$ cat config.mk
export PLATFORM = sky130hd
export DESIGN_NAME = fpim_monitor
export DESIGN_NICKNAME = d
export VERILOG_FILES = /design/src/logic/fpim_pkg.sv /design/src/logic/fpim_input_qualify.sv /design/src/logic/fpim_monitor.sv
export SDC_FILE = /design/constraint.sdc
export NUM_CORES = 2
export LEC_CHECK = 0
export ABC_AREA = 1
export BUFFER_PORTS_ARGS = -buffer_cell sky130_fd_sc_hd__buf_2
export CAP_MARGIN = 0
export CORE_MARGIN = 2
export CORE_UTILIZATION = 45
export CTS_BUF_LIST = sky130_fd_sc_hd__clkbuf_2 sky130_fd_sc_hd__clkbuf_4 sky130_fd_sc_hd__clkbuf_8
export DETAILED_ROUTE_END_ITERATION = 10
export PLACE_DENSITY_LB_ADDON = 0.3
export SLEW_MARGIN = 20
export SYNTH_ARGS = -nofsm -noshare
export SYNTH_HDL_FRONTEND = slang
export SYNTH_SLANG_ARGS = --single-unit
$ cat constraint.sdc
create_clock -name clk -period 90.1 [get_ports clk]
set_clock_uncertainty 0.1 [all_clocks]
set_input_delay 4.505 -clock clk [delete_from_list [all_inputs] [get_ports clk]]
set_output_delay 4.505 -clock clk [all_outputs]
set_load 0.05 [all_outputs]
$ cat src/logic/fpim_pkg.sv
package fpim_pkg;

  // ----------------------------------------------------------------------
  // timing
  // ----------------------------------------------------------------------
  localparam int unsigned CLK_HZ = 10_000_000;
  localparam int unsigned CUTOFF_HZ_DEF = 50;
  localparam int unsigned QUALIFY_MS_DEF = 250;
  localparam int unsigned QUALIFY_CYC_DEF = QUALIFY_MS_DEF * (CLK_HZ / 1000);
  // one-millisecond tick and one-second rate gate
  localparam int unsigned MS_CYC = CLK_HZ / 1000;
  localparam int unsigned SEC_CYC = CLK_HZ;

  // ----------------------------------------------------------------------
  // integrity batch
  // ----------------------------------------------------------------------
  localparam int unsigned BATCH_PULSES = 1000;
  localparam logic [7:0] ERR_THRESH_DEF = 8'h03;

  localparam int unsigned RATE_W = 24;
  localparam int unsigned LPM_PER_HZ = 60;

  typedef struct packed {
    logic quadEnable;
    logic [15:0] cutoffHz;
    logic [7:0] errThresh;
    logic [15:0] additivePulsesPerL;
    logic [15:0] wildPulsesPerL;
  } fpim_cfg_t;

  typedef struct packed {
    logic [RATE_W-1:0] additiveLpm;
    logic [RATE_W-1:0] wildLpm;
    logic [31:0] additiveCount;
    logic [31:0] wildCount;
  } fpim_flow_t;

  typedef struct packed {
    logic hwError;
    logic belowCutoff;
    logic [7:0] batchErrors;
    logic [9:0] batchPulses;
  } fpim_check_t;

endpackage : fpim_pkg

$ cat src/logic/fpim_input_qualify.sv
`timescale 1ns/10ps
// ----------------------------------------------------------------------
// digital input qualifier: sync then stable-time filter
// ----------------------------------------------------------------------
module fpim_input_qualify #(
  parameter int unsigned QUALIFY_CYC = fpim_pkg::QUALIFY_CYC_DEF
) (
  input wire logic clk,
  input wire logic rst,
  input wire logic rawIn,
  output logic qualified
);
  localparam int unsigned CW = $clog2(QUALIFY_CYC + 1);
  logic sync1_q, sync2_q, qual_q, qual_d;
  logic [CW-1:0] cnt_q, cnt_d;

  always_comb begin
    qual_d = qual_q;
    cnt_d = cnt_q;
    if (sync2_q == qual_q) begin
      cnt_d = '0;
    end else if (cnt_q >= CW'(QUALIFY_CYC - 1)) begin
      // level held long enough, accept it
      qual_d = sync2_q;
      cnt_d = '0;
    end else begin
      cnt_d = cnt_q + CW'(1);
    end
  end

  always_ff @(posedge clk) begin
    if (rst) begin
      sync1_q <= 1'b0;
      sync2_q <= 1'b0;
      qual_q <= 1'b0;
      cnt_q <= '0;
    end else begin
      sync1_q <= rawIn;
      sync2_q <= sync1_q;
      qual_q <= qual_d;
      cnt_q <= cnt_d;
    end
  end

  assign qualified = qual_q;
endmodule : fpim_input_qualify

$ cat src/logic/fpim_monitor.sv
`timescale 1ns/10ps
// Operation
// - setting selects single pulse or quadrature
// - no integrity checks below cut-off frequency (missing and phase pulses still flag below it, they are just not counted)
// - too many errors per 1000 raises error
// - missing pulses under cut-off are ignored
// - phase error counts like a missing pulse
// - additive on channel A, wild separately
// - both flow rates in litres per minute
// - input valid after stable qualify time
module fpim_monitor #(
  parameter int unsigned DI_COUNT = 4,
  parameter int unsigned QUALIFY_CYC = fpim_pkg::QUALIFY_CYC_DEF,
  parameter int unsigned SEC_CYC = fpim_pkg::SEC_CYC
) (
  input wire logic clk,
  input wire logic rst,
  input wire fpim_pkg::fpim_cfg_t cfg,
  input wire logic quadA,
  input wire logic quadB,
  input wire logic wildPulse,
  input wire logic [DI_COUNT-1:0] digitalInput,
  output fpim_pkg::fpim_flow_t flow,
  output fpim_pkg::fpim_check_t check,
  output logic [DI_COUNT-1:0] digitalQualified,
  output logic phaseErrPulse,
  output logic missingPulse
);
  localparam int unsigned SW = $clog2(SEC_CYC + 1);

  // ----------------------------------------------------------------------
  // pin synchronisers
  // ----------------------------------------------------------------------
  logic [2:0] s1_q, s2_q, s3_q;
  always_ff @(posedge clk) begin
    if (rst) begin
      s1_q <= '0;
      s2_q <= '0;
      s3_q <= '0;
    end else begin
      s1_q <= {wildPulse, quadB, quadA};
      s2_q <= s1_q;
      s3_q <= s2_q;
    end
  end
  // channel A always carries additive, even single-pulse meters
  logic riseA, riseB, riseW;
  assign riseA = s2_q[0] & ~s3_q[0];
  assign riseB = s2_q[1] & ~s3_q[1];
  assign riseW = s2_q[2] & ~s3_q[2];

  // ----------------------------------------------------------------------
  // one-second gate: pulse counts and frequencies
  // ----------------------------------------------------------------------
  logic [SW-1:0] sec_q, sec_d;
  logic [15:0] aHz_q, aHz_d, wHz_q, wHz_d, aFreq_q, aFreq_d;
  logic [15:0] wFreq_q, wFreq_d;
  logic [31:0] aTot_q, aTot_d, wTot_q, wTot_d;
  logic [fpim_pkg::RATE_W-1:0] aLpm_q, aLpm_d, wLpm_q, wLpm_d;
  logic secTick;
  assign secTick = (sec_q == SW'(SEC_CYC - 1));

  // litres per minute = Hz * 60 / pulses per litre
  function automatic logic [fpim_pkg::RATE_W-1:0] toLpm(
    input logic [15:0] hz,
    input logic [15:0] ppl
  );
    logic [31:0] prod;
    prod = 32'(hz) * 32'(fpim_pkg::LPM_PER_HZ);
    if (ppl == 16'h0000) begin
      toLpm = '0;
    end else begin
      toLpm = fpim_pkg::RATE_W'(prod / 32'(ppl));
    end
  endfunction : toLpm

  always_comb begin
    sec_d = secTick ? '0 : sec_q + SW'(1);
    aHz_d = aHz_q + 16'(riseA);
    wHz_d = wHz_q + 16'(riseW);
    aFreq_d = aFreq_q;
    wFreq_d = wFreq_q;
    aLpm_d = aLpm_q;
    wLpm_d = wLpm_q;
    aTot_d = aTot_q + 32'(riseA);
    wTot_d = wTot_q + 32'(riseW);
    if (secTick) begin
      aFreq_d = aHz_d;
      wFreq_d = wHz_d;
      aLpm_d = toLpm(aHz_d, cfg.additivePulsesPerL);
      wLpm_d = toLpm(wHz_d, cfg.wildPulsesPerL);
      aHz_d = '0;
      wHz_d = '0;
    end
  end

  always_ff @(posedge clk) begin
    if (rst) begin
      sec_q <= '0;
      aHz_q <= '0;
      wHz_q <= '0;
      aFreq_q <= '0;
      wFreq_q <= '0;
      aLpm_q <= '0;
      wLpm_q <= '0;
      aTot_q <= '0;
      wTot_q <= '0;
    end else begin
      sec_q <= sec_d;
      aHz_q <= aHz_d;
      wHz_q <= wHz_d;
      aFreq_q <= aFreq_d;
      wFreq_q <= wFreq_d;
      aLpm_q <= aLpm_d;
      wLpm_q <= wLpm_d;
      aTot_q <= aTot_d;
      wTot_q <= wTot_d;
    end
  end

  // ----------------------------------------------------------------------
  // quadrature integrity: A and B edges must alternate
  // ----------------------------------------------------------------------
  // expectB: last edge seen on A, next must be B
  logic expB_q, expB_d, phErr_d, miss_d, phErr_q, miss_q;
  logic [9:0] bPul_q, bPul_d;
  logic [7:0] bErr_q, bErr_d;
  logic hwErr_q, hwErr_d, below;
  // frequency lags one second, so the first second counts as below
  assign below = (aFreq_q < cfg.cutoffHz);

  always_comb begin
    expB_d = expB_q;
    phErr_d = 1'b0;
    miss_d = 1'b0;
    bPul_d = bPul_q;
    bErr_d = bErr_q;
    hwErr_d = hwErr_q;
    if (!cfg.quadEnable) begin
      // single-pulse mode: no checking at all
      expB_d = 1'b0;
      bPul_d = '0;
      bErr_d = '0;
      hwErr_d = 1'b0;
    end else begin
      if (riseA && riseB) begin
        // simultaneous edges: order unknown
        phErr_d = 1'b1;
        expB_d = 1'b0;
      end else if (riseA) begin
        // second A without B means B edge absent
        miss_d = expB_q;
        expB_d = 1'b1;
      end else if (riseB) begin
        // B with no A before it is out of order
        phErr_d = ~expB_q;
        expB_d = 1'b0;
      end
      // errors under cut-off are dropped
      if ((phErr_d || miss_d) && !below) begin
        bErr_d = (bErr_q == 8'hff) ? bErr_q : bErr_q + 8'h01;
      end
      if (bErr_d > cfg.errThresh) begin
        hwErr_d = 1'b1;
      end
      if (riseA) begin
        if (bPul_q == 10'(fpim_pkg::BATCH_PULSES - 1)) begin
          bPul_d = '0;
          bErr_d = '0;
        end else begin
          bPul_d = bPul_q + 10'h001;
        end
      end
    end
  end

  always_ff @(posedge clk) begin
    if (rst) begin
      expB_q <= 1'b0;
      phErr_q <= 1'b0;
      miss_q <= 1'b0;
      bPul_q <= '0;
      bErr_q <= '0;
      hwErr_q <= 1'b0;
    end else begin
      expB_q <= expB_d;
      phErr_q <= phErr_d;
      miss_q <= miss_d;
      bPul_q <= bPul_d;
      bErr_q <= bErr_d;
      hwErr_q <= hwErr_d;
    end
  end

  // ----------------------------------------------------------------------
  // digital inputs
  // ----------------------------------------------------------------------
  for (genvar i = 0; i < DI_COUNT; i++) begin : g_di
    fpim_input_qualify #(
      .QUALIFY_CYC(QUALIFY_CYC)
    ) u_qual (
      .clk(clk),
      .rst(rst),
      .rawIn(digitalInput[i]),
      .qualified(digitalQualified[i])
    );
  end

  // ----------------------------------------------------------------------
  // outputs
  // ----------------------------------------------------------------------
  logic belowR_q;
  always_ff @(posedge clk) begin
    if (rst) begin
      belowR_q <= 1'b1;
    end else begin
      belowR_q <= below;
    end
  end

  // one driver per struct port, members all straight from flip-flops
  assign flow = '{
    additiveLpm: aLpm_q,
    wildLpm: wLpm_q,
    additiveCount: aTot_q,
    wildCount: wTot_q
  };
  assign check = '{
    hwError: hwErr_q,
    belowCutoff: belowR_q,
    batchErrors: bErr_q,
    batchPulses: bPul_q
  };
  assign phaseErrPulse = phErr_q;
  assign missingPulse = miss_q;
endmodule : fpim_monitor

### Yosys cells after proc, flatten, opt, wreduce, memory -nomap -nowiden

Cells that the tools add are included.

| storage, ports and cells | value |
|---|---|
| flip-flop bits (word level) | 316 |
| bits of input ports | 66 |
| output and inout port bits | 138 |
| word-level logic and storage cells | 109 |

| cells by class | value |
|---|---|
| add/sub/neg operators | 11 |
| $mul | 2 |
| div/mod/pow operators | 2 |
| $lt $le $gt $ge | 6 |
| equality and inequality tests | 7 |
| mux-type cells | 17 |
| bitwise gates (word level) | 12 |
| reduce and logical (&&, ||, !) cells | 18 |

Operators with widths:

| cell | number |
|---|---|
| 22-bit by 1-bit adder with 22-bit output (second input constant) | 4 |
| 22-bit >= comparator (second input constant) | 4 |
| 32-bit by 1-bit adder with 32-bit output | 2 |
| 22-bit by 16-bit divider with 32-bit output | 2 |
| 24-bit 2-to-1 mux | 2 |
| 16-bit by 4-bit multiplier with 20-bit output (second input constant) | 2 |
| 8-bit 2-to-1 mux | 5 |
| 16-bit by 1-bit adder with 16-bit output | 2 |
| 16-bit logical NOT | 2 |
| 24-bit by 1-bit adder with 24-bit output (second input constant) | 1 |
| 24-bit equality test (second input constant) | 1 |
| 16-bit < comparator | 1 |
| 3-bit OR reduction | 5 |
| 10-bit by 1-bit adder with 10-bit output (second input constant) | 1 |
| 10-bit equality test (second input constant) | 1 |
| 10-bit 2-to-1 mux | 1 |
| 1-bit 2-to-1 mux | 9 |
| 1-bit inverter | 9 |
| 8-bit by 1-bit adder with 8-bit output (second input constant) | 1 |
| 8-bit equality test (second input constant) | 1 |
| 8-bit > comparator | 1 |
| 2-bit AND reduction | 4 |
| 1-bit equality test | 4 |
| 2-bit OR reduction | 2 |
| 5 further kinds | 8 |

### Logic depth before layout (Yosys ltp)

| logic depth | value |
|---|---|
| depth after elaboration | 12 |
| mapped depth | 630 |
| mapped depth without buffers | 587 |

### Hierarchy

A second synthesis with hierarchy kept.

| second synthesis, totals | value |
|---|---|
| cells, all modules | 10488 |
| area, all modules | 64132.8 um2 |

Modules (own cells, without submodules):

| module | instances | cells each | area an instance (um2) | sequential area each (um2) |
|---|---|---|---|---|
| fpim_monitor | 1 | 9712 | 58737.6 | 4324.1 |
| fpim_input_qualify | 4 | 194 | 1348.8 | 500.5 |

### Worst setup path after synthesis

OpenSTA, ideal clock, no wires.

| timing | value |
|---|---|
| path kind | in2reg |
| start | input port cfg[0] (netlist name) |
| end | register wLpm_q[0] (netlist name) |
| library setup time | 0.113 ns |
| data arrival time | 79.966 ns |
| required time | 89.887 ns |
| slack | 9.921 ns |
| stages | 577 |
| buffers on the path | 50 |
| path through | inv_1 ha_1 nor2_1 o21bai_1 nand3_1 nor2_2 ha_1 nand2_1 nand2_1 nand2_1 nand2_1 nand2_2 nor2_1 ha_1 nand2_1 nand3b_1 nand2_1 inv_1 [541 not listed] nand3_4 nor2_4 nand3_2 buf_6 clkbuf_2 o21ai_1 inv_1 ha_1 a21oi_1 o21ai_0 a21oi_1 nor2_1 nor2_1 o21ai_0 a21oi_1 nand2_1 nand2_1 nand2_1 |

| between the ends | value |
|---|---|
| cells in the longest elaborated chain, start to end | 2 |
| elaborated cells between the ends (all ways) | 3 |
| classes of those cells | div: 1; mux: 1; reduce/logical: 1 |

Ends and longest elaborated chain:

| element | RTL line | source |
|---|---|---|
| start: declaration | fpim_monitor.sv:18 | `input wire fpim_pkg::fpim_cfg_t cfg,` |
| 22-bit by 16-bit divider with 32-bit output / 16-bit logical NOT (equally long branches) | fpim_monitor.sv:73, fpim_monitor.sv:70 |  |
| 24-bit 2-to-1 mux (*) | fpim_monitor.sv:70 | `if (ppl == 16'h0000) begin` |
| end signal: assignment | fpim_monitor.sv:115 | `wLpm_q <= wLpm_d;` |
| end: declaration | fpim_monitor.sv:59 | `logic [fpim_pkg::RATE_W-1:0] aLpm_q, aLpm_d, wLpm_q, wLpm_d;` |

Mark *: on every way between the ends. The rest lies on a longest branch, timed or not.
A chain may end at the register's enable or synchronous reset.

### Final worst setup path

| timing | value |
|---|---|
| start | input port cfg[14] (netlist name) |
| end | register wLpm_q[0] (netlist name) |

Same word-level chain as after synthesis.

==> metrics.cfg <==
[outcome]
status=complete, no violations

[die]
start_util=0.4538
fp.dieW_um=382.1
rows=138
core_area_um2=141800
die-height_um=382.1
die_area_um2=146000
io_pins=204

[min_path]
hp-start=g_di[3].u_qual.sync1_q
hold_class=reg2reg
hold_depth=2
hold_end=g_di[3].u_qual.sync2_q

[critical_path]
r2r_end=aLpm_q[0]
start_kind=input port
reg2regPathDepth=582
path_delay_family=compound AO/OA/AOI/OAI gates
cp_data_arrival_time_ns=82.26
end_kind=register
crit_path_start=cfg[14]
cp_max_fo=29
cp.required_ns=90.64
timing.rr.start=s2_q[0]
critical_path.most_common_cell=nand2_1
critPathMaxStageDelay_ns=0.52
worst-setup-path-type=in2reg
rrSetupSlack_ns=9.10
worst-path-buf-inv=104
cp_slowest_cell=or4_1

[global_routing]
grt_usage=0.2357
grt_max_degree=76
grt_antenna_before_repair=5
grt_pass1_wl_um=295700
grt_pass1_vias=62230
overflow=0

[route]
vias=67500
viasPerCell=5.263
dr.pass1.iters=6
drc=0
routedWlPerCell_um=14.13
postRouteAntennaNets=0
drtIter0Drc=4182
drt_wl_total_um=181200

[final_layout]
syn2layout_area_growth_pct=8.803
drive_above_1_share=0.1008
mostFrequentLayoutCell=nand2_1
fin_cells=12830
fin_nets=11860
final_area_um2=69990
final_cell_mix=nand2_1 (2633), inv_1 (1641), ha_1 (876)

[clock_network]
cts_tree=built
cts_made_buffers=67
path_clk_slew_ns=0.07
clock_latency_ns=0.75
clock_sinks=316
clockRootBuffer=clkbuf_8
cts.path.max_buffers=3
hold_buffers=0
h-tree-depth=3

[logic_synthesis]
synthArstFlopShare=0
syn_avg_cell_area_um2=6.075
ys_types=88
synth_edf_count=0
yosysWarnings=0
yosys_register_bits=316
ys.flop_type=dfxtp_1
synth_cells=10590
syn_area_um2=64330
synth-seq-area-share=0.09834

[sta]
finalCritPeriodShare=0.9069
max_freq_ghz=0.01224
final.min_clock_period_ns=81.71
hold_viol_final=0
max-slew-margin-rel=0.2372
worst_slew_pin_slew_ns=1.144
setup_viol=0
worst_slack_ns=8.385
hold_slack_ns=0.3026
slew_violations=0

[place]
pre_cts_slack_ns=-1.734
portBuffers=203
place_congestion=0.9219
post-dp-hpwl_um=143000
placed_cell_area_um2=67170
place_inst=12580

[job]
maxCapViolations=0

-- registers in the layout (all words and copies together) (netlist names), 3 cells and up --
| signal | count |
|---|---|
| g_di.u_qual.qualified | 4 |
| aTot_q | 32 |
| aHz_q | 16 |
| wTot_q | 32 |
| aFreq_q | 16 |
| sec_q | 24 |
| aLpm_q | 24 |
| s3_q | 3 |
| s1_q | 3 |
| s2_q | 3 |
| g_di.u_qual.sync2_q | 4 |
| wHz_q | 16 |
| g_di.u_qual.sync1_q | 4 |
| g_di.u_qual.cnt_q | 88 |
| bErr_q | 8 |
| bPul_q | 10 |
| wLpm_q | 24 |
-- layout make-up --
type                            instances  area (µm²)
Fill cell                           14610       71770
Inverter                             1734        6606
Multi-Input combinational cell       8399       50990
Sequential cell                       316        6326
Tap cell                             1890        2365
Timing Repair inverter                  9       47.55
Clock buffer                           97        1229
Clock inverter                         22       214.0
Antenna cell                            4       10.01
Timing Repair Buffer                  354        2207
-- cells by family after synthesis --
family,after synthesis,synth area share
DFF,316,0.09834
AOI/OAI and AO/OA,1899,0.1667
adders and majority gates,917,0.1830
muxes,7,0.001109
other,1,0.00005829
and+or+nand+nor,4876,0.3427
xor gates and xnor gates,668,0.09095
buffers and inverters,1906,0.1172
-- layer usage --
| metal | part of all wire | track usage |
|---|---|---|
| met1 | 0.48 | 0.3138 |
| met2 | 0.45 | 0.4011 |
| met3 | 0.042 | 0.02344 |
| met4 | 0.026 | 0.06780 |
| met5 | 0.000077 | 0 |
-- how the worst max path moves through the flow --
stage / end / cells after the start
final: wLpm_q[0] / 540
after global routing: wLpm_q[0] / 548
after detailed placement: wLpm_q[0] / 522
after CTS: wLpm_q[0] / 525
after floorplan: wLpm_q[0] / 577
after global placement: wLpm_q[0] / 522
-- metrics by stage --
step | TNS [ns] | utilization
after global placement | -0.05427 | 0.4738
after CTS | 0 | 0.4841
after detailed placement | -2.157 | 0.4738
after global routing | -0.2905 | 0.4938
after floorplan | 0 | -
final | 0 | 0.4938
-- repair_timing --
item,in CTS,in global routing
setup endpoints to repair,1,7
pin swaps,1,19
cloned,0,21
buffers inserted,1,97
resized for setup,3,127
-- cells in the mapped netlist, types with 9 or more instances --
cell / instances / area (µm²)
nand2_1: 2635 / 9891
inv_1: 1663 / 6242
ha_1: 876 / 10960
nor2_1: 814 / 3055
o21ai_0: 766 / 3834
a21oi_1: 637 / 3188
nand3_1: 546 / 2733
xor2_1: 461 / 4038
dfxtp_1: 316 / 6326
xnor2_1: 207 / 1813
nand4_1: 177 / 1107
nor3_1: 132 / 660.6
nand2_2: 109 / 681.9
clkbuf_1: 107 / 401.6
or2_2: 89 / 556.8
o21ai_1: 82 / 410.4
nand3_2: 74 / 740.7
o21bai_1: 70 / 525.5
nor4_1: 52 / 325.3
inv_2: 51 / 191.4
o31ai_1: 48 / 360.4
a21o_1: 45 / 337.8
nor2_2: 43 / 269.0
nor2_4: 42 / 473.0
fa_1: 40 / 800.8
nand3b_1: 34 / 255.2
buf_6: 33 / 371.6
nor3b_1: 32 / 240.2
o211ai_1: 31 / 232.7
a31oi_1: 30 / 187.7
o21a_1: 30 / 225.2
nand2_4: 28 / 315.3
a21oi_2: 26 / 227.7
a211oi_1: 21 / 157.7
a221oi_1: 18 / 157.7
buf_4: 17 / 127.6
and2_1: 16 / 100.1
clkinv_1: 16 / 60.06
o2111ai_1: 15 / 131.4
nand3_4: 14 / 245.2
a21boi_0: 10 / 75.07
o21ai_2: 10 / 87.58
o21bai_2: 9 / 101.4
o221ai_1: 9 / 78.83
-- worst register-to-register path: cells and delay by family, from the launching register on --
kind                     cells  cell delay [ns]
AND/OR/NAND/NOR            268            29.46
flip-flops                   1             0.31
multiplexers                 1             0.39
adder cells (fa/ha/maj)     35            11.12
AO/OA/AOI/OAI              164            28.43
XOR/XNOR                     3             0.45
buffers and inverters      111            10.62
Power is not shown: default switching activity piles up to over one toggle a cycle in this logic, so the estimate is an artifact.
